File: src/frsf_pkg.sv
package frsf_pkg;

    // Register map, word index on the plain register port
    localparam int unsigned ADDR_W = 4;
    localparam logic [3:0] REG_CTRL = 4'h0;
    localparam logic [3:0] REG_ST1  = 4'h1;
    localparam logic [3:0] REG_ST2  = 4'h2;
    localparam logic [3:0] REG_ST3  = 4'h3;

    // Control register fields
    localparam int unsigned CTRL_US_LO = 0;
    localparam int unsigned CTRL_US_HI = 1;
    localparam int unsigned CTRL_SIDE  = 2;
    localparam logic [2:0]  CTRL_RESET = 3'h0;

    // Result status one fields
    localparam int unsigned ST1_ND = 2;
    localparam int unsigned ST1_NW = 1;
    localparam int unsigned ST1_MA = 0;

    // Result status two fields
    localparam int unsigned ST2_UNUSED = 7;
    localparam int unsigned ST2_CM     = 6;
    localparam int unsigned ST2_DD     = 5;
    localparam int unsigned ST2_WC     = 4;
    localparam int unsigned ST2_SH     = 3;
    localparam int unsigned ST2_SN     = 2;
    localparam int unsigned ST2_BC     = 1;
    localparam int unsigned ST2_MD     = 0;

    // Drive status three fields
    localparam int unsigned ST3_FT  = 7;
    localparam int unsigned ST3_WP  = 6;
    localparam int unsigned ST3_RDY = 5;
    localparam int unsigned ST3_T0  = 4;
    localparam int unsigned ST3_TS  = 3;
    localparam int unsigned ST3_HD  = 2;
    localparam int unsigned ST3_US1 = 1;
    localparam int unsigned ST3_US0 = 0;

    localparam logic [7:0] STATUS_RESET = 8'h00;

    // Command codes on the command port
    localparam logic [2:0] CMD_READ      = 3'h0;
    localparam logic [2:0] CMD_WRITE     = 3'h1;
    localparam logic [2:0] CMD_WRITE_DEL = 3'h2;
    localparam logic [2:0] CMD_FORMAT    = 3'h3;
    localparam logic [2:0] CMD_SCAN      = 3'h4;
    localparam logic [2:0] CMD_READ_ID   = 3'h5;

    // Index passes allowed while hunting an ID mark
    localparam logic [1:0] INDEX_PASSES = 2'h2;
    localparam logic [7:0] CYL_ALL_ONES = 8'hFF;

    typedef enum logic [1:0] {
        PH_IDLE = 2'b01,
        PH_BUSY = 2'b10
    } frsf_phase_t;

    function automatic logic frsf_is_write(input logic [2:0] cmd);
        return (cmd == CMD_WRITE) || (cmd == CMD_WRITE_DEL) || (cmd == CMD_FORMAT);
    endfunction : frsf_is_write

    function automatic logic frsf_is_rd_scan(input logic [2:0] cmd);
        return (cmd == CMD_READ) || (cmd == CMD_SCAN);
    endfunction : frsf_is_rd_scan

    function automatic logic frsf_cyl_differs(input logic [7:0] a, input logic [7:0] b);
        return a != b;
    endfunction : frsf_cyl_differs

endpackage : frsf_pkg

File: src/frsf_sync.sv
`timescale 1ns/1ps
module frsf_sync #(
    parameter int unsigned W = 6
) (
    // Clock and reset
    input  wire logic         i_clk,
    input  wire logic         i_rst,
    // Pin levels in and out
    input  wire logic [W-1:0] i_async,
    output logic      [W-1:0] o_sync
);

    logic [W-1:0] meta;

    // First stage feeds only the second
    always_ff @(posedge i_clk or posedge i_rst) begin
        if (i_rst) begin
            meta   <= '0;
            o_sync <= '0;
        end else begin
            meta   <= i_async;
            o_sync <= meta;
        end
    end

endmodule : frsf_sync

File: src/frsf_index_count.sv
`timescale 1ns/1ps
module frsf_index_count (
    // Clock and reset
    input  wire logic i_clk,
    input  wire logic i_rst,
    // Search control
    input  wire logic i_search,
    input  wire logic i_found,
    input  wire logic i_index_edge,
    // Two passes seen without a mark
    output logic      o_missing
);

    logic [1:0] passes;
    logic [1:0] next_passes;
    logic       next_missing;

    always_comb begin
        next_passes  = passes;
        next_missing = 1'b0;
        if (!i_search || i_found) begin
            next_passes = 2'h0;
        end else if (i_index_edge) begin
            if (passes + 2'h1 == frsf_pkg::INDEX_PASSES) begin
                next_missing = 1'b1;
                next_passes  = 2'h0;
            end else begin
                next_passes = passes + 2'h1;
            end
        end
    end

    always_ff @(posedge i_clk or posedge i_rst) begin
        if (i_rst) begin
            passes    <= 2'h0;
            o_missing <= 1'b0;
        end else begin
            passes    <= next_passes;
            o_missing <= next_missing;
        end
    end

endmodule : frsf_index_count

File: src/frsf_status.sv
// Functional notes
// - Write-protect during write commands sets blocked flag
// - No ID mark after two index passes
// - Missing data mark sets both mark flags
// - Result status two bit seven reads zero
// - Deleted mark seen during read or scan
// - Data field CRC failure sets flag
// - Cylinder mismatch accompanies sector not found
// - Scan equality condition met sets flag
// - Scan found no satisfying sector
// - All-ones mismatching cylinder flags bad cylinder
// - Read without data mark sets flag
// - Drive status shows fault input level
// - Drive status shows write-protect input level
// - Drive status shows ready input level
// - Drive status shows track-zero input level
// - Drive status shows double-sided input level
// - Drive status shows driven side select
// - Drive status shows driven unit selects
// - Missing sector during read, scan or write-deleted sets sector-not-found flag
//
// The strobed register port and the address map were decided locally.
`timescale 1ns/1ps
module frsf_status (
    // Clock and reset
    input  wire logic       i_clk,
    input  wire logic       i_rst,

    // Register port
    input  wire logic [3:0] i_addr,
    input  wire logic [7:0] i_wdata,
    input  wire logic       i_wr,
    input  wire logic       i_rd,
    output logic      [7:0] o_rdata,

    // Command sequencing from the controller core
    input  wire logic       i_cmd_start,
    input  wire logic [2:0] i_cmd_code,
    input  wire logic       i_cmd_end,

    // Events from the controller core
    input  wire logic       i_id_search,
    input  wire logic       i_id_found,
    input  wire logic       i_data_mark_miss,
    input  wire logic       i_deleted_mark,
    input  wire logic       i_data_crc_err,
    input  wire logic       i_sector_miss,
    input  wire logic [7:0] i_cyl_read,
    input  wire logic [7:0] i_cyl_req,
    input  wire logic       i_scan_equal,
    input  wire logic       i_scan_unmet,

    // Drive sense pins
    input  wire logic       i_drive_fault_level,
    input  wire logic       i_write_protect_level,
    input  wire logic       i_ready_level,
    input  wire logic       i_track_zero_level,
    input  wire logic       i_double_sided_level,
    input  wire logic       i_index_level,

    // Drive select pins
    output logic            o_unit_select_low,
    output logic            o_unit_select_high,
    output logic            o_side_select_level,

    // Command phase
    output logic            o_busy
);

    // Synchronised pin levels
    logic [5:0] pins_sync;
    logic       fault_s;
    logic       wp_s;
    logic       rdy_s;
    logic       t0_s;
    logic       ts_s;
    logic       index_s;
    logic       index_prev;
    logic       index_edge;
    logic       id_missing;

    // Command phase state
    frsf_pkg::frsf_phase_t phase;
    frsf_pkg::frsf_phase_t next_phase;
    logic [2:0]  cmd;
    logic [2:0]  next_cmd;

    // Flags of the running command
    logic write_blocked_flag;
    logic address_mark_absent_flag;
    logic sector_not_found_flag;
    logic deleted_mark_seen_flag;
    logic data_field_crc_flag;
    logic cylinder_mismatch_flag;
    logic scan_equal_flag;
    logic scan_unmet_flag;
    logic bad_cylinder_flag;
    logic data_mark_absent_flag;
    logic next_write_blocked_flag;
    logic next_address_mark_absent_flag;
    logic next_sector_not_found_flag;
    logic next_deleted_mark_seen_flag;
    logic next_data_field_crc_flag;
    logic next_cylinder_mismatch_flag;
    logic next_scan_equal_flag;
    logic next_scan_unmet_flag;
    logic next_bad_cylinder_flag;
    logic next_data_mark_absent_flag;

    // Reported result bytes
    logic [7:0] result_status_one;
    logic [7:0] result_status_two;
    logic [7:0] next_result_status_one;
    logic [7:0] next_result_status_two;
    logic [7:0] drive_status_three;

    // Register port state
    logic [2:0] ctrl;
    logic [2:0] next_ctrl;
    logic [7:0] next_rdata;

    logic       running;
    logic       cyl_diff;

    frsf_sync #(
        .W (6)
    ) u_sync (
        .i_clk   (i_clk),
        .i_rst   (i_rst),
        .i_async ({i_index_level, i_double_sided_level, i_track_zero_level,
                   i_ready_level, i_write_protect_level, i_drive_fault_level}),
        .o_sync  (pins_sync)
    );

    assign fault_s = pins_sync[0];
    assign wp_s    = pins_sync[1];
    assign rdy_s   = pins_sync[2];
    assign t0_s    = pins_sync[3];
    assign ts_s    = pins_sync[4];
    assign index_s = pins_sync[5];

    // Edge taken on synchronised level only
    assign index_edge = index_s && !index_prev;

    frsf_index_count u_index (
        .i_clk        (i_clk),
        .i_rst        (i_rst),
        .i_search     (i_id_search && running),
        .i_found      (i_id_found),
        .i_index_edge (index_edge),
        .o_missing    (id_missing)
    );

    // Command phase
    always_comb begin
        next_phase = phase;
        next_cmd   = cmd;
        case (phase)
            frsf_pkg::PH_IDLE: begin
                if (i_cmd_start) begin
                    next_phase = frsf_pkg::PH_BUSY;
                    next_cmd   = i_cmd_code;
                end
            end
            frsf_pkg::PH_BUSY: begin
                if (i_cmd_start) begin
                    next_cmd = i_cmd_code;
                end else if (i_cmd_end) begin
                    next_phase = frsf_pkg::PH_IDLE;
                end
            end
            default: begin
                next_phase = frsf_pkg::PH_IDLE;
            end
        endcase
    end

    always_ff @(posedge i_clk or posedge i_rst) begin
        if (i_rst) begin
            phase      <= frsf_pkg::PH_IDLE;
            cmd        <= frsf_pkg::CMD_READ;
            index_prev <= 1'b0;
        end else begin
            phase      <= next_phase;
            cmd        <= next_cmd;
            index_prev <= index_s;
        end
    end

    assign running  = (phase == frsf_pkg::PH_BUSY);
    assign cyl_diff = frsf_pkg::frsf_cyl_differs(i_cyl_read, i_cyl_req);

    // Running flags; an event in the start cycle survives the clear only while a command is already running
    always_comb begin
        next_write_blocked_flag       = write_blocked_flag;
        next_address_mark_absent_flag = address_mark_absent_flag;
        next_sector_not_found_flag    = sector_not_found_flag;
        next_deleted_mark_seen_flag   = deleted_mark_seen_flag;
        next_data_field_crc_flag      = data_field_crc_flag;
        next_cylinder_mismatch_flag   = cylinder_mismatch_flag;
        next_scan_equal_flag          = scan_equal_flag;
        next_scan_unmet_flag          = scan_unmet_flag;
        next_bad_cylinder_flag        = bad_cylinder_flag;
        next_data_mark_absent_flag    = data_mark_absent_flag;
        if (i_cmd_start) begin
            next_write_blocked_flag       = 1'b0;
            next_address_mark_absent_flag = 1'b0;
            next_sector_not_found_flag    = 1'b0;
            next_deleted_mark_seen_flag   = 1'b0;
            next_data_field_crc_flag      = 1'b0;
            next_cylinder_mismatch_flag   = 1'b0;
            next_scan_equal_flag          = 1'b0;
            next_scan_unmet_flag          = 1'b0;
            next_bad_cylinder_flag        = 1'b0;
            next_data_mark_absent_flag    = 1'b0;
        end
        if (running) begin
            if (frsf_pkg::frsf_is_write(cmd) && wp_s) begin
                next_write_blocked_flag = 1'b1;
            end
            if (id_missing) begin
                next_address_mark_absent_flag = 1'b1;
            end
            if (i_data_mark_miss) begin
                next_address_mark_absent_flag = 1'b1;
                next_data_mark_absent_flag    = 1'b1;
            end
            if (i_deleted_mark && frsf_pkg::frsf_is_rd_scan(cmd)) begin
                next_deleted_mark_seen_flag = 1'b1;
            end
            if (i_data_crc_err) begin
                next_data_field_crc_flag = 1'b1;
            end
            if (i_sector_miss && (frsf_pkg::frsf_is_rd_scan(cmd) || cmd == frsf_pkg::CMD_WRITE_DEL)) begin
                next_sector_not_found_flag = 1'b1;
                if (cyl_diff) begin
                    next_cylinder_mismatch_flag = 1'b1;
                end
                if (cyl_diff && i_cyl_read == frsf_pkg::CYL_ALL_ONES) begin
                    next_bad_cylinder_flag = 1'b1;
                end
            end
            if (cmd == frsf_pkg::CMD_SCAN && i_scan_equal) begin
                next_scan_equal_flag = 1'b1;
            end
            if (cmd == frsf_pkg::CMD_SCAN && i_scan_unmet) begin
                next_scan_unmet_flag = 1'b1;
            end
        end
    end

    always_ff @(posedge i_clk or posedge i_rst) begin
        if (i_rst) begin
            write_blocked_flag       <= 1'b0;
            address_mark_absent_flag <= 1'b0;
            sector_not_found_flag    <= 1'b0;
            deleted_mark_seen_flag   <= 1'b0;
            data_field_crc_flag      <= 1'b0;
            cylinder_mismatch_flag   <= 1'b0;
            scan_equal_flag          <= 1'b0;
            scan_unmet_flag          <= 1'b0;
            bad_cylinder_flag        <= 1'b0;
            data_mark_absent_flag    <= 1'b0;
        end else begin
            write_blocked_flag       <= next_write_blocked_flag;
            address_mark_absent_flag <= next_address_mark_absent_flag;
            sector_not_found_flag    <= next_sector_not_found_flag;
            deleted_mark_seen_flag   <= next_deleted_mark_seen_flag;
            data_field_crc_flag      <= next_data_field_crc_flag;
            cylinder_mismatch_flag   <= next_cylinder_mismatch_flag;
            scan_equal_flag          <= next_scan_equal_flag;
            scan_unmet_flag          <= next_scan_unmet_flag;
            bad_cylinder_flag        <= next_bad_cylinder_flag;
            data_mark_absent_flag    <= next_data_mark_absent_flag;
        end
    end

    // Report holds the last finished command until the next one ends
    always_comb begin
        next_result_status_one = result_status_one;
        next_result_status_two = result_status_two;
        if (running && i_cmd_end && !i_cmd_start) begin
            next_result_status_one                       = frsf_pkg::STATUS_RESET;
            next_result_status_one[frsf_pkg::ST1_ND]     = sector_not_found_flag;
            next_result_status_one[frsf_pkg::ST1_NW]     = write_blocked_flag;
            next_result_status_one[frsf_pkg::ST1_MA]     = address_mark_absent_flag;
            next_result_status_two                       = frsf_pkg::STATUS_RESET;
            next_result_status_two[frsf_pkg::ST2_UNUSED] = 1'b0;
            next_result_status_two[frsf_pkg::ST2_CM]     = deleted_mark_seen_flag;
            next_result_status_two[frsf_pkg::ST2_DD]     = data_field_crc_flag;
            next_result_status_two[frsf_pkg::ST2_WC]     = cylinder_mismatch_flag;
            next_result_status_two[frsf_pkg::ST2_SH]     = scan_equal_flag;
            next_result_status_two[frsf_pkg::ST2_SN]     = scan_unmet_flag;
            next_result_status_two[frsf_pkg::ST2_BC]     = bad_cylinder_flag;
            next_result_status_two[frsf_pkg::ST2_MD]     = data_mark_absent_flag;
        end
    end

    always_ff @(posedge i_clk or posedge i_rst) begin
        if (i_rst) begin
            result_status_one <= frsf_pkg::STATUS_RESET;
            result_status_two <= frsf_pkg::STATUS_RESET;
        end else begin
            result_status_one <= next_result_status_one;
            result_status_two <= next_result_status_two;
        end
    end

    // Live drive byte; select bits come from the registered outputs
    always_comb begin
        drive_status_three                     = frsf_pkg::STATUS_RESET;
        drive_status_three[frsf_pkg::ST3_FT]  = fault_s;
        drive_status_three[frsf_pkg::ST3_WP]  = wp_s;
        drive_status_three[frsf_pkg::ST3_RDY] = rdy_s;
        drive_status_three[frsf_pkg::ST3_T0]  = t0_s;
        drive_status_three[frsf_pkg::ST3_TS]  = ts_s;
        drive_status_three[frsf_pkg::ST3_HD]  = o_side_select_level;
        drive_status_three[frsf_pkg::ST3_US1] = o_unit_select_high;
        drive_status_three[frsf_pkg::ST3_US0] = o_unit_select_low;
    end

    // Register port; unmapped reads return zero
    always_comb begin
        next_ctrl  = ctrl;
        next_rdata = frsf_pkg::STATUS_RESET;
        if (i_wr && i_addr == frsf_pkg::REG_CTRL) begin
            next_ctrl = i_wdata[2:0];
        end
        if (i_rd) begin
            case (i_addr)
                frsf_pkg::REG_CTRL: next_rdata = {5'h00, ctrl};
                frsf_pkg::REG_ST1:  next_rdata = result_status_one;
                frsf_pkg::REG_ST2:  next_rdata = result_status_two;
                frsf_pkg::REG_ST3:  next_rdata = drive_status_three;
                default:            next_rdata = frsf_pkg::STATUS_RESET;
            endcase
        end
    end

    always_ff @(posedge i_clk or posedge i_rst) begin
        if (i_rst) begin
            ctrl                <= frsf_pkg::CTRL_RESET;
            o_rdata             <= frsf_pkg::STATUS_RESET;
            o_unit_select_low   <= 1'b0;
            o_unit_select_high  <= 1'b0;
            o_side_select_level <= 1'b0;
            o_busy              <= 1'b0;
        end else begin
            ctrl                <= next_ctrl;
            o_rdata             <= next_rdata;
            o_unit_select_low   <= next_ctrl[frsf_pkg::CTRL_US_LO];
            o_unit_select_high  <= next_ctrl[frsf_pkg::CTRL_US_HI];
            o_side_select_level <= next_ctrl[frsf_pkg::CTRL_SIDE];
            o_busy              <= (next_phase == frsf_pkg::PH_BUSY);
        end
    end

endmodule : frsf_status

File: config.mk
export PLATFORM = sky130hd
export DESIGN_NAME = frsf_status
export DESIGN_NICKNAME = d
export VERILOG_FILES = /design/src/frsf_pkg.sv /design/src/frsf_sync.sv /design/src/frsf_index_count.sv /design/src/frsf_status.sv
export SDC_FILE = /design/constraint.sdc
export NUM_CORES = 1
export LEC_CHECK = 0
export ABC_AREA = 1
export BUFFER_PORTS_ARGS = -buffer_cell sky130_fd_sc_hd__buf_2
export CORE_UTILIZATION = 40
export CTS_BUF_LIST = sky130_fd_sc_hd__clkbuf_8
export DETAILED_ROUTE_END_ITERATION = 7
export GPL_TIMING_DRIVEN = 0
export PLACE_DENSITY = 0.72
export SETUP_SLACK_MARGIN = 0.5
export SLEW_MARGIN = 10
export SYNTH_ARGS = -nofsm -noshare
export SYNTH_HDL_FRONTEND = slang
export SYNTH_SLANG_ARGS = --single-unit
File: constraint.sdc
create_clock -name i_clk -period 1.8 [get_ports i_clk]
set_input_delay 0.09 -clock i_clk [delete_from_list [all_inputs] [get_ports i_clk]]
set_output_delay 0.09 -clock i_clk [all_outputs]
set_load 0.005 [all_outputs]
Word level (Yosys, flattened, before mapping)
Cells that the tools add are included.
{"block": "classes", "add_sub_neg": 1, "n_eq_ne": 13, "mux": 46, "n_reduce_logical": 24}
{"cell": "1-bit two-way mux", "n": 36}
{"cell": "8-bit case mux with 4 select lines", "n": 1}
{"cell": "2-bit two-way mux", "n": 6}
{"cell": "1-bit logical AND", "n": 11}
{"cell": "4-bit by 2-bit == test with 1-bit output, second input constant", "n": 2}
{"cell": "8-bit == test, second input constant", "n": 1}
{"cell": "8-bit two-way mux", "n": 1}
{"cell": "8-bit != test", "n": 1}
{"cell": "2-bit == test, second input constant", "n": 3}
{"cell": "3-bit by 2-bit == test with 1-bit output, second input constant", "n": 2}
{"cell": "1-bit logical OR", "n": 5}
{"cell": "4-bit by 1-bit == test with 1-bit output, second input constant", "n": 1}
{"cell": "4-bit zero test", "n": 1}
{"cell": "2-bit case mux with 2 select lines", "n": 1}
{"cell": "3-bit by 1-bit == test with 1-bit output, second input constant", "n": 1}
{"cell": "3-bit == test, second input constant", "n": 1}
{"cell": "1-bit zero test", "n": 3}
{"cell": "3-bit zero test", "n": 1}
{"cell": "3-bit two-way mux", "n": 1}
{"cell": "2-bit by 1-bit adder with 2-bit output, second input constant", "n": 1}
{"cell": "2-bit by 1-bit == test with 1-bit output, second input constant", "n": 1}
{"cell": "2-bit AND reduction", "n": 1}
{"cell": "2-bit nonzero test", "n": 1}
{"cell": "2-bit OR reduction", "n": 1}
{"block": "word_totals", "regBits": 56, "word_cells": 109}

Depth between registers and ports, before layout
{"block": "depth", "depth_word": 6, "mapped_depth": 9, "depth_no_buf": 8}

Cells and area by module
A second synthesis with hierarchy kept.
{"block": "hier_totals", "hier_cells": 239, "area_unflattened_um2": 2290.9}
{"module": "frsf_status", "instances": 1, "cells_per_inst": 213, "area_each_um2": 1864.3, "seq_area_each_um2": 952.2}
{"module": "frsf_sync", "instances": 1, "cells_per_inst": 13, "area_each_um2": 304.0, "seq_area_each_um2": 300.3}
{"module": "frsf_index_count", "instances": 1, "cells_per_inst": 13, "area_each_um2": 122.6, "seq_area_each_um2": 75.1}

Worst setup path after synthesis
No wires, ideal clock.
{"block": "synth_timing", "path_type": "register to register", "startpoint": "register phase[0]", "endpoint": "register cmd[2]", "arrival_ns": 1.328, "setup_slack_ns": 0.348, "stages_incl_launch_ff": 6, "path_buffers": 0, "path_cell_list": "dfstp_2 -> inv_1 -> ha_1 -> inv_1 -> nand2_1 -> mux2_2"}
{"block": "synth_via", "elab_chain_cells": 3, "elab_cells_between_ends": 4, "classes_between": "2 x eq/ne; 2 x reduce/logical"}
{"item": "start, declared", "line": "frsf_status.sv:83", "source": "frsf_pkg::frsf_phase_t phase;"}
{"item": "start signal, assigned", "line": "frsf_status.sv:180", "source": "phase <= frsf_pkg::PH_IDLE;"}
{"item": "start signal, assigned", "line": "frsf_status.sv:184", "source": "phase <= next_phase;"}
{"item": "2-bit == test / 2-bit by 1-bit == test with 1-bit output (equally long branches)", "line": "frsf_status.sv:158", "source": "case (phase)"}
{"item": "2-bit OR reduction (no source line) *"}
{"item": "2-bit AND reduction (no source line) *"}
{"item": "end signal, assigned", "line": "frsf_status.sv:181", "source": "cmd <= frsf_pkg::CMD_READ;"}
{"item": "end signal, assigned", "line": "frsf_status.sv:185", "source": "cmd <= next_cmd;"}
{"item": "end, declared", "line": "frsf_status.sv:85", "source": "logic [2:0] cmd;"}
Every way passes the cells marked *; elsewhere a longest branch is shown, timed or not.
A chain may end at the register's enable or synchronous reset.

Worst setup path after layout
{"block": "layout_timing", "startpoint": "register phase[0]", "endpoint": "register result_status_one[2]"}
{"block": "layout_via", "elab_chain_cells": 3}
{"item": "2-bit == test", "line": "frsf_status.sv:190", "source": "assign running = (phase == frsf_pkg::PH_BUSY);"}
{"item": "1-bit logical AND (2 in series)", "line": "frsf_status.sv:282", "source": "if (running && i_cmd_end && !i_cmd_start) begin"}
{"item": "end signal, assigned", "line": "frsf_status.sv:301", "source": "result_status_one <= frsf_pkg::STATUS_RESET;"}
{"item": "end signal, assigned", "line": "frsf_status.sv:304", "source": "result_status_one <= next_result_status_one;"}
{"item": "end, declared", "line": "frsf_status.sv:111", "source": "logic [7:0] result_status_one;"}
No other way between the ends.

==> summary.txt <==
Synthesis
  • Yosys warning count: 0
  • Yosys top cell area share: 58.5%
  • Syn_area_per_cell: 9.43 um^2
  • Post-synth top flop: dfrtp_1
  • Count leader, synth: nand2_1
  • Post-synth ARST share: 100%
  • Seq cells post-synth: 53
  • Post-Syn Instances: 236
  • Yosys cell types: 24
  • Sequential element share of the synthesized area: 59.7%
  • Synthesized cell area: 2220 um^2
  • Most common library cells after synthesis: 57 x nand2_1, 52 x dfrtp_1, 30 x inv_1, 23 x nor2_1, 15 x a21oi_1
  • Top cells by area, synth: dfrtp_1 58%, nand2_1 9.6%, inv_1 5.1%
  • Number of flops mapped to enable cells by yosys: 0
  • Synthesized Nets: 289
  • Synth area leader: dfrtp_1

Worst setup path
  • Critical path arrival: 1570 ps
  • Highest net fanout along the worst path: 5
  • Startpoint types: flip-flop
  • Setup CP Type: flip-flop to flip-flop
  • Worst EP required: 2000 ps
  • CP Capture Type: flip-flop

Timing
  • # setup viols final: 0
  • Unrepaired setup endpoints after global routing: yes
  • Final hold vios: 0
  • Max transition margin: 76.2%
  • Least-Margin Pin Slew: 353 ps
  • Post-route setup slack: 426 ps
  • Final max-slew violation count: 0
  • Hold_ws: 28.7 ps
  • Final min period: 1370 ps
  • Final Cycle Share: 76.3%
  • Clock skew: 3.57 ps
  • TNS Setup: 0 ps
  • Max Freq: 728 MHz

Route
  • DRC viols: 0
  • WL per Instance: 11.2 um
  • Vias: 1,833
  • WL met1: 1.93 mm
  • DRT antenna net count: 0
  • DR WL met2: 2.14 mm
  • Vias per inst: 4.65
  • Top Metal Used: met4
  • Met3 wire length: 236 um
  • First drt pass iteration count: 4
  • Drt initial violations: 72
  • Routed WL: 4.40 mm

Cells and area
  • Nets@finish: 377
  • Number of diodes: 0
  • Finished Core Util: 58.8%
  • Layout area overhead: 38.5%
  • Area occupied by multi-input gates: 841 um^2
  • Register area: 1330 um^2
  • Layout cell share with drive strength beyond 1: 38.3%
  • Fillcell total: 453
  • Non-filler cells, final: 394
  • Final Cell Area: 3080 um^2

Place
  • I/O Buffers: 57
  • Pre-CTS setup slack: 383 ps
  • Placed cell count: 363
  • DP HPWL: 2.96 mm
  • Post-DP Area: 2620 um^2
  • GP Congestion: 0.787

Die
  • CORE AREA: 5240 um^2
  • Die Y: 76.6 um
  • DIE AREA: 5860 um^2
  • Die W: 76.6 um
  • Starting density of the core: 42.5%
  • FP Rows: 26
  • Num ports: 63

Global route
  • Total GRT Usage: 15.9%
  • Vias in the first global route: 1,704
  • Initial antenna violation count: 0
  • Largest net degree at the start of global routing: 54
  • Global-route wire length before repair: 7.35 mm
  • Congestion Overflow GR: 0

Pwr
  • Tot Pwr: 3.15 mW
  • Total leakage power: 1.54 nW
  • Maximum vdd drop: 449 uV
  • PD cells: 1020 nW/um^2

Clocking
  • # H-tree levels: 2
  • Num CTS Buffers: 5
  • Clock Tree Buf Depth: 2
  • Worst-path clk slew: 90 ps
  • CTS Sinks: 53
  • Root Driver: clkbuf_8
  • CTS tree: built
  • Worst skew pair latency: 300 ps

Outcome
  • Status: finished clean

Job
  • Max cap viols: 0

Min path
  • Hold/Removal Path Class: primary input to flip-flop
## final cells by class
type / instances / area share, %
Buffer: 5 / 1.54
Clock buffer: 5 / 2.23
Clock inverter: 2 / 1.14
Inverter: 33 / 4.31
Multi-Input combinational cell: 145 / 27.3
Sequential cell: 53 / 43.1
Tap cell: 70 / 2.84
Timing Repair Buffer: 81 / 17.5
## routing by layer
metal / vias up / GRT usage (%)
met5: - / 0
met4: 0 / 4.62
met3: 9 / 4.31
met2: 59 / 28.0
met1: 838 / 18.8
li1: 927 / -
## worst max-delay path: stages (launching register included)
cell and delay [ps]:
dfstp_2 380, inv_2 70, ha_4 150, inv_4 40, nor3_4 270, inv_4 110, buf_6 150, nand2_2 60
o21ai_2 50
## where the power goes
part           total [mW]  internal (mW)  switching, mW
clock               0.755          0.404          0.351
combinational       0.896          0.446          0.451
sequential           1.50           1.38          0.113
## cells in the final DEF (no fill, tap or decap), drive strengths merged, types with 9 or more instances in the layout
cell type     n
buf          76
nand2        57
dfrtp        52
inv          32
nor2         24
a21oi        15
o21ai        13
nand4        12
dlygate4sd3   9
## flip-flops by register name (all words and copies together) (netlist names), 2 cells and up
signal             cells
o_rdata                8
result_status_two      7
u_sync.o_sync          6
u_index.passes         2
result_status_one      3
u_sync.meta            6
phase                  2
ctrl                   3
cmd                    3
## repair_timing
item	CTS	global route
hold endpoints to repair	8	11
setup endpoints to repair	13	21
gates resized for setup	6	33
pin swaps	5	6
cloned	0	1
hold buffers	8	1
setup buffers	9	4
## final timing paths
kind / start / endpoint / slack (ps) / cells past startpoint
min: i_data_mark_miss / data_mark_absent_flag / 30 / 3
min reg2reg: u_sync.meta[4] / u_sync.o_sync[4] / 350 / 0
max reg2reg: phase[0] / result_status_one[2] / 430 / 8
max in group asynchronous: i_rst / u_sync.meta[4] / 1030 / 4
min in group asynchronous: i_rst / ctrl[2] / 290 / 3
max: phase[0] / result_status_one[2] / 430 / 8
## cell families after synthesis
logic type,Yosys count,synth area share [%]
xor+xnor,5,1.97
buf+inv,38,7.20
compound gates,34,9.45
simple gates,103,20.1
fa+ha+maj,2,1.12
flops,53,59.7
mux,1,0.506
No activity file was read; power rests on OpenSTA's default activity.
